`src/logic/fsp_pkg.sv`:
```
// shared constants, register map and lock decoding for the flash sequencer
package fsp_pkg;

   // flash geometry in 16-bit words
   localparam int ADDR_W = 13;
   localparam logic [ADDR_W:0] FLASH_WORDS = 14'h2000;
   // fixed start of the halting region (upper part of flash)
   localparam logic [ADDR_W-1:0] HALT_START = 13'h1C00;

   // boot area size per boot-size fuse code
   localparam logic [ADDR_W:0] BOOT_WORDS_11 = 14'h0080;
   localparam logic [ADDR_W:0] BOOT_WORDS_10 = 14'h0100;
   localparam logic [ADDR_W:0] BOOT_WORDS_01 = 14'h0200;
   localparam logic [ADDR_W:0] BOOT_WORDS_00 = 14'h0400;

   // duration of one page erase or write
   localparam int PROG_TIME_NS = 4000;
   localparam int CLK_PERIOD_NS = 10;
   localparam int PROG_CYCLES = (PROG_TIME_NS + CLK_PERIOD_NS - 1)
                                / CLK_PERIOD_NS;
   localparam int TMR_W = 16;

   // register byte offsets
   localparam logic [7:0] REG_CFG = 8'h00;
   localparam logic [7:0] REG_CTRL = 8'h04;
   localparam logic [7:0] REG_STATUS = 8'h08;
   localparam logic [7:0] REG_BOUND = 8'h0C;
   localparam logic [7:0] REG_REFCNT = 8'h10;

   // configuration field positions
   localparam int CFG_BOOT_SIZE_FUSES_LSB = 0;
   localparam int CFG_APPLOCK_LSB = 2;
   localparam int CFG_BOOTLOCK_LSB = 4;
   localparam int CFG_VEC_BOOT_BIT = 6;
   localparam logic [6:0] CFG_RESET = 7'h3F;
   // control field: write one clears the busy flag
   localparam int CTRL_BUSY_CLR_BIT = 0;
   // status field positions
   localparam int ST_BUSY_BIT = 0;
   localparam int ST_ACTIVE_BIT = 1;
   localparam int ST_STALL_BIT = 2;
   localparam int ST_REFUSED_BIT = 3;
   localparam int ST_TGT_HALT_BIT = 4;

   // bus answers
   localparam logic [1:0] RESP_OKAY = 2'h0;
   localparam logic [1:0] RESP_SLVERR = 2'h2;

   // lock code {high, low}: 1 means unprogrammed
   localparam logic [1:0] LOCK_NONE = 2'h3;
   localparam logic [1:0] LOCK_NOWR = 2'h2;
   localparam logic [1:0] LOCK_ALL = 2'h0;
   localparam logic [1:0] LOCK_NORD = 2'h1;

   // lock code forbids the store-program instruction writing the area
   function automatic logic lock_wr_blocked(input logic [1:0] code);
      return (code == LOCK_NOWR) || (code == LOCK_ALL);
   endfunction

   // lock code forbids loads from the other area reading this area
   function automatic logic lock_rd_blocked(input logic [1:0] code);
      return (code == LOCK_ALL) || (code == LOCK_NORD);
   endfunction

endpackage

```
`src/logic/fsp_flash_ctrl.sv`:
```
// self-programming control with concurrent read and halting regions
//
// Functional notes
// - store-program starts an operation only when executed from boot area
// - from the boot area it may target any flash word, boot included
// - boot area boundary follows the boot-size fuse code
// - application area protection comes from the application lock pair
// - boot area protection comes from the boot lock pair
// - the two lock pairs act independently of each other
// - flash is also split into fixed concurrent and halting regions
// - stall decision uses the target page address, not the fetch
// - concurrent-region operation keeps serving halting-region reads
// - halting-region operation stalls the core for its whole length
// - no valid concurrent-region code is delivered during programming
// - boot area always lies wholly inside the halting region
// - busy flag reads one while the concurrent region is blocked
// - application lock codes: 11 free, 10 no write, 00 both, 01 no load
// - boot lock codes use the same four modes, areas swapped
`timescale 1ns/1ps
module fsp_flash_ctrl
   import fsp_pkg::*;
#(
   parameter logic [TMR_W-1:0] PROG_CYC = TMR_W'(PROG_CYCLES)
)
(
   // clock and reset
   input wire logic aclk,
   input wire logic aresetn,
   // axi4-lite write address
   input wire logic [7:0] s_axi_awaddr,
   input wire logic s_axi_awvalid,
   output logic s_axi_awready,
   // axi4-lite write data
   input wire logic [31:0] s_axi_wdata,
   input wire logic [3:0] s_axi_wstrb,
   input wire logic s_axi_wvalid,
   output logic s_axi_wready,
   // axi4-lite write response
   output logic [1:0] s_axi_bresp,
   output logic s_axi_bvalid,
   input wire logic s_axi_bready,
   // axi4-lite read address
   input wire logic [7:0] s_axi_araddr,
   input wire logic s_axi_arvalid,
   output logic s_axi_arready,
   // axi4-lite read data
   output logic [31:0] s_axi_rdata,
   output logic [1:0] s_axi_rresp,
   output logic s_axi_rvalid,
   input wire logic s_axi_rready,
   // store-program request from the core
   input wire logic spi_req,
   input wire logic spi_write,
   input wire logic [ADDR_W-1:0] spi_target,
   input wire logic [ADDR_W-1:0] spi_pc,
   output logic spi_started,
   output logic spi_refused,
   // instruction fetch
   input wire logic fetch_req,
   input wire logic [ADDR_W-1:0] fetch_addr,
   output logic fetch_ok,
   // program memory load
   input wire logic load_req,
   input wire logic [ADDR_W-1:0] load_addr,
   input wire logic [ADDR_W-1:0] load_pc,
   output logic load_ok,
   // core control
   output logic core_stall,
   output logic int_inhibit
);

   ////////////////////////////////////////////////////////////////////
   // configuration, status and classification signals

   logic [6:0] cfg_q;
   logic busy_q;
   logic active_q;
   logic tgt_halt_q;
   logic refused_q;
   logic [7:0] refcnt_q;
   logic started_q;
   logic refpulse_q;
   logic fetch_ok_q;
   logic load_ok_q;
   logic inhibit_q;

   logic [1:0] boot_size;
   logic [1:0] app_lock;
   logic [1:0] boot_lock;
   logic vec_in_boot;

   logic tgt_boot, tgt_halt, pc_boot;
   logic fet_boot, fet_halt;
   logic ld_boot, ld_halt, ldpc_boot;
   logic [ADDR_W-1:0] boot_start;

   logic tmr_run, tmr_done;
   logic spi_accept;
   logic spi_lock_ok;
   logic busy_clr;

   // fuse and lock fields
   assign boot_size = cfg_q[CFG_BOOT_SIZE_FUSES_LSB +: 2];
   assign app_lock = cfg_q[CFG_APPLOCK_LSB +: 2];
   assign boot_lock = cfg_q[CFG_BOOTLOCK_LSB +: 2];
   assign vec_in_boot = cfg_q[CFG_VEC_BOOT_BIT];

   ////////////////////////////////////////////////////////////////////
   // address classification

   // target page of the store-program request
   fsp_region_map u_map_tgt (
      .addr(spi_target),
      .boot_size(boot_size),
      .in_boot(tgt_boot),
      .in_halt(tgt_halt),
      .boot_start(boot_start)
   );

   // location of the store-program instruction itself
   fsp_region_map u_map_pc (
      .addr(spi_pc),
      .boot_size(boot_size),
      .in_boot(pc_boot),
      .in_halt(),
      .boot_start()
   );

   // fetch address, also the current execution point
   fsp_region_map u_map_fetch (
      .addr(fetch_addr),
      .boot_size(boot_size),
      .in_boot(fet_boot),
      .in_halt(fet_halt),
      .boot_start()
   );

   // load address
   fsp_region_map u_map_load (
      .addr(load_addr),
      .boot_size(boot_size),
      .in_boot(ld_boot),
      .in_halt(ld_halt),
      .boot_start()
   );

   // location of the load instruction
   fsp_region_map u_map_ldpc (
      .addr(load_pc),
      .boot_size(boot_size),
      .in_boot(ldpc_boot),
      .in_halt(),
      .boot_start()
   );

   ////////////////////////////////////////////////////////////////////
   // store-program acceptance

   // each area checks only its own lock pair
   assign spi_lock_ok = tgt_boot ? !lock_wr_blocked(boot_lock)
                                 : !lock_wr_blocked(app_lock);
   // any target word is reachable from the boot area
   assign spi_accept = spi_req && pc_boot && !active_q
                       && spi_lock_ok;

   // page operation duration
   fsp_op_timer #(
      .CYCLES(PROG_CYC)
   ) u_timer (
      .aclk(aclk),
      .aresetn(aresetn),
      .start(spi_accept),
      .running(tmr_run),
      .done(tmr_done)
   );

   // operation state and stall region from the target page
   always_ff @(posedge aclk) begin
      if (!aresetn) begin
         active_q <= 1'b0;
         tgt_halt_q <= 1'b0;
      end else if (spi_accept) begin
         active_q <= 1'b1;
         tgt_halt_q <= tgt_halt;
      end else if (tmr_done) begin
         active_q <= 1'b0;
         tgt_halt_q <= 1'b0;
      end
   end

   // one-cycle start and refusal pulses, refusal history
   always_ff @(posedge aclk) begin
      if (!aresetn) begin
         started_q <= 1'b0;
         refpulse_q <= 1'b0;
         refused_q <= 1'b0;
         refcnt_q <= 8'h00;
      end else begin
         started_q <= spi_accept;
         refpulse_q <= spi_req && !spi_accept;
         if (spi_accept) begin
            refused_q <= 1'b0;
         end else if (spi_req) begin
            refused_q <= 1'b1;
            refcnt_q <= refcnt_q + 8'h01;
         end
      end
   end

   ////////////////////////////////////////////////////////////////////
   // concurrent region busy flag

   // set by any operation, held until software clears it afterwards
   always_ff @(posedge aclk) begin
      if (!aresetn) begin
         busy_q <= 1'b0;
      end else if (spi_accept || active_q) begin
         busy_q <= 1'b1;
      end else if (busy_clr) begin
         busy_q <= 1'b0;
      end
   end

   ////////////////////////////////////////////////////////////////////
   // fetch and load qualification

   // concurrent code is invalid while blocked; halting code stays live except during a halting-region operation
   always_ff @(posedge aclk) begin
      if (!aresetn) begin
         fetch_ok_q <= 1'b0;
      end else begin
         fetch_ok_q <= fetch_req && (fet_halt
                       || !busy_q)
                       && !(active_q && tgt_halt_q);
      end
   end

   // loads obey blocking and the cross-area read locks
   always_ff @(posedge aclk) begin
      if (!aresetn) begin
         load_ok_q <= 1'b0;
      end else begin
         load_ok_q <= load_req && (ld_halt || !busy_q)
            && !(active_q && tgt_halt_q)
            && !(ldpc_boot && !ld_boot
                 && lock_rd_blocked(app_lock))
            && !(!ldpc_boot && ld_boot
                 && lock_rd_blocked(boot_lock));
      end
   end

   // interrupts off while executing in a read-locked area with the vectors in the other area
   always_ff @(posedge aclk) begin
      if (!aresetn) begin
         inhibit_q <= 1'b0;
      end else begin
         inhibit_q <= (vec_in_boot && !fet_boot
                       && lock_rd_blocked(app_lock))
                   || (!vec_in_boot && fet_boot
                       && lock_rd_blocked(boot_lock));
      end
   end

   // core outputs
   assign core_stall = active_q && tgt_halt_q;
   assign spi_started = started_q;
   assign spi_refused = refpulse_q;
   assign fetch_ok = fetch_ok_q;
   assign load_ok = load_ok_q;
   assign int_inhibit = inhibit_q;

   ////////////////////////////////////////////////////////////////////
   // axi4-lite write channel

   logic aw_have_q, w_have_q;
   logic [7:0] aw_addr_q;
   logic [31:0] w_data_q;
   logic [3:0] w_strb_q;
   logic bvalid_q;
   logic [1:0] bresp_q;
   logic wr_fire;

   assign s_axi_awready = !aw_have_q && !bvalid_q;
   assign s_axi_wready = !w_have_q && !bvalid_q;
   assign wr_fire = aw_have_q && w_have_q && !bvalid_q;

   // capture address and data in either order
   always_ff @(posedge aclk) begin
      if (!aresetn) begin
         aw_have_q <= 1'b0;
         w_have_q <= 1'b0;
         aw_addr_q <= 8'h00;
         w_data_q <= 32'h0000_0000;
         w_strb_q <= 4'h0;
      end else begin
         if (s_axi_awvalid && s_axi_awready) begin
            aw_have_q <= 1'b1;
            aw_addr_q <= s_axi_awaddr;
         end else if (wr_fire) begin
            aw_have_q <= 1'b0;
         end
         if (s_axi_wvalid && s_axi_wready) begin
            w_have_q <= 1'b1;
            w_data_q <= s_axi_wdata;
            w_strb_q <= s_axi_wstrb;
         end else if (wr_fire) begin
            w_have_q <= 1'b0;
         end
      end
   end

   // write response once both halves are in
   always_ff @(posedge aclk) begin
      if (!aresetn) begin
         bvalid_q <= 1'b0;
         bresp_q <= RESP_OKAY;
      end else if (wr_fire) begin
         bvalid_q <= 1'b1;
         if (aw_addr_q == REG_CFG || aw_addr_q == REG_CTRL) begin
            bresp_q <= RESP_OKAY;
         end else if (aw_addr_q == REG_STATUS
                      || aw_addr_q == REG_BOUND
                      || aw_addr_q == REG_REFCNT) begin
            bresp_q <= RESP_OKAY; // read-only, write ignored
         end else begin
            bresp_q <= RESP_SLVERR;
         end
      end else if (s_axi_bready) begin
         bvalid_q <= 1'b0;
      end
   end

   // configuration register update
   always_ff @(posedge aclk) begin
      if (!aresetn) begin
         cfg_q <= CFG_RESET;
      end else if (wr_fire && aw_addr_q == REG_CFG && w_strb_q[0]) begin
         cfg_q <= w_data_q[6:0];
      end
   end

   // write-one action on the control register
   assign busy_clr = wr_fire && aw_addr_q == REG_CTRL && w_strb_q[0]
                     && w_data_q[CTRL_BUSY_CLR_BIT];

   assign s_axi_bvalid = bvalid_q;
   assign s_axi_bresp = bresp_q;

   ////////////////////////////////////////////////////////////////////
   // axi4-lite read channel

   logic rvalid_q;
   logic [31:0] rdata_q;
   logic [1:0] rresp_q;
   logic [31:0] rd_word;
   logic rd_hit;

   assign s_axi_arready = !rvalid_q;

   // read decode
   always_comb begin
      rd_word = 32'h0000_0000;
      rd_hit = 1'b1;
      if (s_axi_araddr == REG_CFG) begin
         rd_word[6:0] = cfg_q;
      end else if (s_axi_araddr == REG_CTRL) begin
         rd_word = 32'h0000_0000;
      end else if (s_axi_araddr == REG_STATUS) begin
         rd_word[ST_BUSY_BIT] = busy_q;
         rd_word[ST_ACTIVE_BIT] = active_q && tmr_run;
         rd_word[ST_STALL_BIT] = core_stall;
         rd_word[ST_REFUSED_BIT] = refused_q;
         rd_word[ST_TGT_HALT_BIT] = tgt_halt_q;
      end else if (s_axi_araddr == REG_BOUND) begin
         rd_word[ADDR_W-1:0] = boot_start;
      end else if (s_axi_araddr == REG_REFCNT) begin
         rd_word[7:0] = refcnt_q;
      end else begin
         rd_hit = 1'b0;
      end
   end

   // registered read answer
   always_ff @(posedge aclk) begin
      if (!aresetn) begin
         rvalid_q <= 1'b0;
         rdata_q <= 32'h0000_0000;
         rresp_q <= RESP_OKAY;
      end else if (s_axi_arvalid && s_axi_arready) begin
         rvalid_q <= 1'b1;
         rdata_q <= rd_word;
         rresp_q <= rd_hit ? RESP_OKAY : RESP_SLVERR;
      end else if (s_axi_rready) begin
         rvalid_q <= 1'b0;
      end
   end

   assign s_axi_rvalid = rvalid_q;
   assign s_axi_rdata = rdata_q;
   assign s_axi_rresp = rresp_q;

endmodule

```
`src/logic/fsp_op_timer.sv`:
```
// page erase/write duration timer
`timescale 1ns/1ps
module fsp_op_timer
   import fsp_pkg::*;
#(
   parameter logic [TMR_W-1:0] CYCLES = TMR_W'(PROG_CYCLES)
)
(
   // clock and reset
   input wire logic aclk,
   input wire logic aresetn,
   // control
   input wire logic start,
   output logic running,
   output logic done
);

   logic [TMR_W-1:0] cnt_q;
   logic run_q;
   logic done_q;

   // count down one operation
   always_ff @(posedge aclk) begin
      if (!aresetn) begin
         cnt_q <= '0;
         run_q <= 1'b0;
         done_q <= 1'b0;
      end else begin
         done_q <= 1'b0;
         if (start && !run_q) begin
            cnt_q <= CYCLES - TMR_W'(1);
            run_q <= 1'b1;
         end else if (run_q) begin
            if (cnt_q == '0) begin
               run_q <= 1'b0;
               done_q <= 1'b1;
            end else begin
               cnt_q <= cnt_q - TMR_W'(1);
            end
         end
      end
   end

   assign running = run_q;
   assign done = done_q;

endmodule

```
`src/logic/fsp_region_map.sv`:
```
// address classifier: boot area, halting region and boot boundary
`timescale 1ns/1ps
module fsp_region_map
   import fsp_pkg::*;
(
   // address under test and fuse setting
   input wire logic [ADDR_W-1:0] addr,
   input wire logic [1:0] boot_size,
   // classification
   output logic in_boot,
   output logic in_halt,
   output logic [ADDR_W-1:0] boot_start
);

   logic [ADDR_W:0] boot_words;
   logic [ADDR_W:0] start_wide;

   // boot area size from the fuse code
   always_comb begin
      case (boot_size)
         2'h3: boot_words = BOOT_WORDS_11;
         2'h2: boot_words = BOOT_WORDS_10;
         2'h1: boot_words = BOOT_WORDS_01;
         default: boot_words = BOOT_WORDS_00;
      endcase
   end

   // boot area sits at the top of flash
   assign start_wide = FLASH_WORDS - boot_words;
   assign boot_start = start_wide[ADDR_W-1:0];
   assign in_boot = (addr >= boot_start);
   // fixed split, independent of the fuses
   assign in_halt = (addr >= HALT_START);

endmodule
```
`config.mk`:
```
export PLATFORM = sky130hd
export DESIGN_NAME = fsp_flash_ctrl
export DESIGN_NICKNAME = d
export VERILOG_FILES = /design/src/logic/fsp_pkg.sv /design/src/logic/fsp_flash_ctrl.sv /design/src/logic/fsp_op_timer.sv /design/src/logic/fsp_region_map.sv
export SDC_FILE = /design/constraint.sdc
export NUM_CORES = 1
export LEC_CHECK = 0
export ABC_CLOCK_PERIOD_IN_PS = 2650
export BUFFER_PORTS_ARGS = -buffer_cell sky130_fd_sc_hd__buf_2
export CAP_MARGIN = 10
export CELL_PAD_IN_SITES_DETAIL_PLACEMENT = 1
export CELL_PAD_IN_SITES_GLOBAL_PLACEMENT = 2
export CORE_ASPECT_RATIO = 0.5
export CORE_MARGIN = 3
export CORE_UTILIZATION = 26
export CTS_BUF_LIST = sky130_fd_sc_hd__clkbuf_8
export DETAILED_ROUTE_END_ITERATION = 10
export PLACE_DENSITY_LB_ADDON = 0.1
export SETUP_SLACK_MARGIN = 0.02
export SLEW_MARGIN = 25
export SYNTH_ARGS = -nofsm -noshare
export SYNTH_HDL_FRONTEND = slang
export SYNTH_SLANG_ARGS = --single-unit
export TNS_END_PERCENT = 30
```
`constraint.sdc`:
```
create_clock -name aclk -period 2.65 [get_ports aclk]
set_clock_uncertainty 0.1 [all_clocks]
set_input_delay 0.3975 -clock aclk [delete_from_list [all_inputs] [get_ports aclk]]
set_output_delay 0.3975 -clock aclk [all_outputs]
set_load 0.05 [all_outputs]
```
==> results of run 1 <==
[worst max-delay path: stages, from the launching register on]
cell and delay [ns]:
dfxtp_2 0.41, nand2_1 0.14, ha_1 0.29, o211ai_1 0.30, a211oi_1 0.15, mux2i_1 0.27, buf_4 0.17, buf_4 0.16
nor2_1 0.08, o311a_1 0.30
[per-layer routing]
metal	track usage	up-vias	routed length (µm)
met5	0	-	8
met4	0.0372	2	119
met3	0.0418	13	884
met2	0.201	104	4540
met1	0.203	1656	5970
li1	-	1779	-
[kinds of logic (layout without fill, tap and decap cells)]
family / after synthesis / in the layout / share of synthesized area
adder cells (fa/ha/maj): 17 / 17 / 0.0556
AO/OA/AOI/OAI: 107 / 107 / 0.162
multiplexers: 17 / 17 / 0.0455
flip-flops: 76 / 76 / 0.398
buffers and inverters: 51 / 133 / 0.0726
AND/OR/NAND/NOR: 183 / 183 / 0.247
XOR/XNOR: 8 / 8 / 0.0183
other: 1 / 23 / 0.000980
[worst max path at each step]
| stage | startpoint | to | slack (ns) | cells after the start |
|---|---|---|---|---|
| global placement | cfg_q[1]$_SDFFE_PN1P_ | u_timer.cnt_q[5]$_SDFFE_PP0P_ | -0.02 | 8 |
| global route | cfg_q[0]$_SDFFE_PN1P_ | refcnt_q[7]$_SDFFE_PN0P_ | 0.03 | 7 |
| detailed placement | cfg_q[1]$_SDFFE_PN1P_ | u_timer.cnt_q[4]$_SDFFE_PP0P_ | -0.08 | 8 |
| CTS | cfg_q[1]$_SDFFE_PN1P_ | refcnt_q[7]$_SDFFE_PN0P_ | 0.08 | 7 |
| finish | cfg_q[1]$_SDFFE_PN1P_ | u_timer.cnt_q[1]$_SDFFE_PN0P_ | 0.16 | 9 |
| floorplan | cfg_q[1]$_SDFFE_PN1P_ | refcnt_q[2]$_SDFFE_PN0P_ | 0.35 | 8 |
[through the flow]
step                      utilization  instances  setup slack, ns  instance area (µm²)
final                           0.334        756            0.159                 4670
after global routing            0.334        756           0.0281                 4670
after floorplan                     -        482            0.350                 3910
after CTS                       0.334        756           0.0799                 4660
after detailed placement        0.321        740          -0.0794                 4480
after global placement          0.321        740          -0.0184                 4480
[repair_timing]
item                       CTS  global route
setup endpoints to repair    9            13
hold endpoints to repair     0             0
pin swaps                    0             1
resized for setup            1             3
[report_power, final]
part,total (mW),leakage (nW),internal (mW),switching (mW)
clock,0.830,0.106,0.406,0.423
sequential,1.21,0.618,1.18,0.0275
combinational,0.351,1.33,0.101,0.251
total,2.39,2.06,1.69,0.702
[area by class of cell]
class	count	area, µm²	area share
clock buffers	12	165	0.0354
clock inverters	4	16.3	0.00348
inverters	13	48.8	0.0104
multi-input cells	355	2120	0.454
flip-flops and latches	76	1520	0.326
well taps	192	240	0.0514
repair buffers	104	558	0.119
[sequential cells by signal, indices dropped and copies added (netlist names), 7 cells and up]
register	flops
aw_addr_q	8
s_axi_rdata	12
refcnt_q	8
cfg_q	7
w_data_q	7
u_timer.cnt_q	16
[Yosys cell counts (9+ instances only)]
library cell	count
o21ai_0	24
a21oi_1	55
dfxtp_1	76
mux2i_1	14
or3_1	9
clkbuf_1	13
buf_4	22
nand2_1	68
ha_1	17
nand3_1	11
inv_1	12
nor2_1	37
[cell usage in the layout (no fill, tap or decap), drive strengths merged, types with 2 or more instances in the layout]
| master | instances |
|---|---|
| a211oi | 3 |
| a21oi | 55 |
| a31oi | 6 |
| and2 | 5 |
| and3 | 3 |
| and3b | 2 |
| buf | 104 |
| clkbuf | 12 |
| conb | 23 |
| dfxtp | 76 |
| ha | 17 |
| inv | 16 |
| mux2 | 3 |
| mux2i | 14 |
| nand2 | 68 |
| nand2b | 6 |
| nand3 | 11 |
| nand3b | 6 |
| nand4 | 7 |
| nand4b | 2 |
| nor2 | 38 |
| nor2b | 4 |
| nor3 | 6 |
| nor4 | 7 |
| o2111ai | 3 |
| o211ai | 2 |
| o21a | 2 |
| o21ai | 25 |
| o31ai | 6 |
| or3 | 9 |
| or4 | 5 |
| xnor2 | 4 |
| xor2 | 4 |
==> results.json, run 1 <==
{
  "rows": 30,
  "synth_area_leader_cell": "dfxtp_1",
  "fin_crit_ns": 2.49,
  "setup_viol": 0,
  "syn_area_mm2": 0.00382,
  "io_buffers": 89,
  "numCtsBuffers": 9,
  "grt_pass1_wl_um": 17900,
  "yosysTopAreaCellShare": 0.398,
  "end_kind": "flip-flop",
  "grt_max_degree": 31,
  "cts_setup_buffers": 0,
  "via_count": 3554,
  "avgViaCountPerCell": 4.70,
  "drtIter0Drc": 151,
  "gp_congestion": 0.735,
  "postRouteAntennaNets": 0,
  "syn2layout_area_growth_pct": 22.1,
  "synth.area.top_cells": "dfxtp_1 (40%), a21oi_1 (7.2%), nand2_1 (6.7%)",
  "critical_path.startpoint_type": "flip-flop",
  "reg2reg_depth": 9,
  "clock_sinks": 76,
  "track_usage": 0.140,
  "overflow": 0,
  "critPathRequiredTime_ns": 2.80,
  "synth_edf_count": 0,
  "whs_endpoint": "s_axi_rvalid$_SDFFE_PN0P_",
  "drive_gt1_frac": 0.236,
  "grt_setup_unrepaired": "no",
  "fmax_ghz": 0.401,
  "period_share": 0.940,
  "grt_pass1_vias": 3383,
  "leakage_nw": 2.06,
  "drt_pass1_iterations": 4,
  "synth_cell_types": 49,
  "synth-main-ff-cell": "dfxtp_1",
  "die_h_um": 91.8,
  "criticalPathCategory": "flip-flop to flip-flop",
  "outcome": "complete, no violations",
  "die_area_mm2": 0.0163,
  "clockRootBuffer": "clkbuf_8",
  "timing.rr.end": "u_timer.cnt_q[1]$_SDFFE_PN0P_",
  "dp.final_hpwl_um": 8950,
  "tns_ns": 0,
  "start_util": 0.274,
  "drv_slew": 0,
  "cts_buffer_depth": 2,
  "hold_viol": 0,
  "syn_inst": 460,
  "fill_cells": 1733,
  "tightest_slew_ns": 0.828,
  "worstHoldStart": "s_axi_rready",
  "power.density_mw_per_mm2": 511,
  "routed_wl_um": 11500,
  "hold_buffers": 0,
  "insertion_delay_ns": 0.36,
  "clk_pin_slew_ns": 0.08,
  "drc": 0,
  "wl_per_cell_um": 15.2,
  "synth_seq_area_share": 0.398,
  "async_flop_share": 0,
  "reg2reg_slack_ns": 0.16,
  "hold_path_class": "input pin to flip-flop",
  "drv_cap": 0,
  "worstPathMaxFanout": 7,
  "cts_tree": "done",
  "cts_max_level": 3,
  "fin_nets": 704,
  "diodes": 0,
  "vdd_drop_max_uv": 188,
  "whs_path_depth": 2,
  "total_power_mw": 2.39,
  "ys_ff_latch": 76,
  "yosysWarnings": 0,
  "worstPathArrival_ns": 2.64,
  "io-pin-count": 175,
  "r2r_start": "cfg_q[1]$_SDFFE_PN1P_",
  "postSynthAreaPerCell_um2": 8.32,
  "timing.hold.ws_ns": 0.132,
  "die_w_um": 178,
  "core_mm2": 0.0140,
  "slew_headroom": 0.447,
  "grt_antenna_before_repair": 1
}
Note: power is estimated with default switching activity, not from simulation.
==> inputs of run 2 (changes only) <==
--- a/config.mk
+++ b/config.mk
@@ -5,6 +5,7 @@
 export SDC_FILE = /design/constraint.sdc
 export NUM_CORES = 1
 export LEC_CHECK = 0
+export ABC_AREA = 1
 export ABC_CLOCK_PERIOD_IN_PS = 2650
 export BUFFER_PORTS_ARGS = -buffer_cell sky130_fd_sc_hd__buf_2
 export CAP_MARGIN = 10
==> results.json, run 2 <==
{
  "outcome": "complete, no violations",
  "period_share": 0.857,
  "async_flop_share": 0,
  "layout_commonest_cell": "nand2_1",
  "hold_path_class": "input pin to flip-flop",
  "ys_ff_latch": 76,
  "grt_max_degree": 39,
  "crit_chain": "nand2_1, ha_1, nand2_1, inv_1, nand2_1, nand2_1, nand2_1, nand4_1, nand3_1, nand2_2, o21ai_0, nor2_1",
  "topRoutingLayerUsed": "met4",
  "yosysMostFrequentCell": "nand2_1",
  "die_h_um": 94.2,
  "setup_viol": 0,
  "cts_tree": "done",
  "cts_resized": 0,
  "diodes": 0,
  "synthTopCellsByCount": "nand2_1 (97), dfxtp_1 (76), inv_1 (67), nor2_1 (65), a21oi_1 (59)",
  "synth_edf_count": 0,
  "wl_per_cell_um": 13.9,
  "fmax_ghz": 0.440,
  "worstPathMaxFanout": 10,
  "io-pin-count": 175,
  "gp_congestion": 0.750,
  "yosysWarnings": 0,
  "fin_crit_ns": 2.27,
  "io_buffers": 93,
  "clockRootBuffer": "clkbuf_8",
  "critical_path.startpoint_type": "flip-flop",
  "synth.area.top_cells": "dfxtp_1 (38%), nand2_1 (9.0%), a21oi_1 (7.3%)",
  "grt_pass1_wl_um": 19600,
  "grt_pass1_vias": 3832,
  "die_w_um": 182,
  "drv_cap": 0,
  "leakage_nw": 2.40,
  "hold_buffers": 0,
  "largest_register_ffs": 16,
  "core_mm2": 0.0149,
  "syn_area_mm2": 0.00405,
  "routed_wl_um": 12000,
  "grt_antenna_before_repair": 0,
  "cp_slowest_stage_delay_ns": 0.47,
  "wl_met1_um": 6040,
  "fill_cells": 1896,
  "crit_top_cell": "nand2_1",
  "slowest_stage": "dfxtp_1",
  "drv_slew": 0,
  "worstPathArrival_ns": 2.44,
  "tightest_slew_ns": 0.743,
  "postSynthAreaPerCell_um2": 7.20,
  "drive_gt1_frac": 0.222,
  "regMostFlops": "u_timer.cnt_q",
  "wl_met3_um": 382,
  "via_count": 3783,
  "synth_area_leader_cell": "dfxtp_1",
  "postRouteAntennaNets": 0,
  "synth-main-ff-cell": "dfxtp_1",
  "drtIter0Drc": 122,
  "overflow": 0,
  "final_cell_mix": "nand2_1 (97), buf_2 (93), dfxtp_1 (75)",
  "syn2layout_area_growth_pct": 21.3,
  "synth_seq_area_share": 0.376,
  "power.density_mw_per_mm2": 529,
  "cts_max_level": 3,
  "tns_ns": 0,
  "avgViaCountPerCell": 4.37,
  "yosysTopAreaCellShare": 0.376,
  "track_usage": 0.144,
  "start_util": 0.273,
  "dp_slack_ns": 0.258,
  "critPathRequiredTime_ns": 2.82,
  "die_area_mm2": 0.0172,
  "setup_slack_ns": 0.378,
  "grt_setup_unrepaired": "no",
  "syn_inst": 562,
  "insertion_delay_ns": 0.37,
  "wl_met2_um": 5480,
  "dp.final_hpwl_um": 9430,
  "synth_cell_types": 39,
  "rows": 31,
  "cts_buffer_depth": 2,
  "clk_pin_slew_ns": 0.10,
  "criticalPathCategory": "flip-flop to flip-flop",
  "clock_sinks": 76,
  "drc": 0,
  "hold_viol": 0,
  "end_kind": "flip-flop",
  "fin_nets": 808,
  "numCtsBuffers": 9,
  "vdd_drop_max_uv": 203,
  "cts_setup_buffers": 0,
  "post-route-util": 0.331,
  "slew_headroom": 0.501,
  "drt_pass1_iterations": 4
}
-- run 2: cell count changes in the layout (fill, tap and decap cells not counted), moves of 13 or more --
cell	delta
mux2i_1	-14
inv_1	+52
nor2_1	+28
nand3_1	+13
nand2_1	+29
-- run 2: power by group --
part	switching [mW]	internal, mW
combinational	0.293	0.111
sequential	0.0242	1.19
clock	0.522	0.462
-- run 2: cell type report --
type,count,area (µm²),share of cell area
Clock buffer,9,124,0.0252
Clock inverter,7,87.6,0.0178
Inverter,72,273,0.0555
Multi-Input combinational cell,401,2120,0.431
Sequential cell,76,1520,0.310
Tap cell,198,248,0.0504
Timing Repair Buffer,103,541,0.110
-- run 2: worst paths after layout --
check,start,end,slack (ns),depth (start not counted)
worst min-delay path,fetch_req,fetch_ok$_SDFF_PN0_,0.16,3
worst min register to register,w_data_q[4]$_SDFFE_PN0P_,w_data_q[4]$_SDFFE_PN0P_,0.36,2
worst max-delay path,cfg_q[0]$_SDFFE_PN1P_,refcnt_q[1]$_SDFFE_PN0P_,0.38,12
worst max register to register,cfg_q[0]$_SDFFE_PN1P_,refcnt_q[1]$_SDFFE_PN0P_,0.38,12
-- run 2: per-layer routing --
metal / track usage / vias to the layer above
li1: - / 1985
met1: 0.188 / 1733
met2: 0.244 / 55
met3: 0.0336 / 10
met4: 0.0285 / 0
met5: 0 / -
-- run 2: worst max-delay path: cells and delay by family, from the launching register on --
kind / cells / cell delay (ns)
flip-flops: 1 / 0.47
buffers and inverters: 1 / 0.04
AND/OR/NAND/NOR: 9 / 1.01
adder cells (fa/ha/maj): 1 / 0.31
AO/OA/AOI/OAI: 1 / 0.22
-- run 2: cell families after synthesis --
logic type | count (synthesis) | share of synthesized area
AOI/OAI and AO/OA | 115 | 0.154
xor gates and xnor gates | 16 | 0.0346
adders and majority gates | 17 | 0.0525
buffers and inverters | 107 | 0.122
DFF | 76 | 0.376
other | 1 | 0.000926
and+or+nand+nor | 230 | 0.261
-- run 2: metrics by stage --
stage | hold slack, ns | area (µm²) | total power [mW] | std cells
floorplan | 0.330 | 4130 | 1.54 | 584
global placement | 0.344 | 4700 | 1.64 | 850
detailed placement | 0.351 | 4700 | 1.65 | 850
CTS | 0.126 | 4910 | 2.65 | 866
global route | 0.144 | 4910 | 2.75 | 866
finish | 0.155 | 4910 | 2.60 | 866
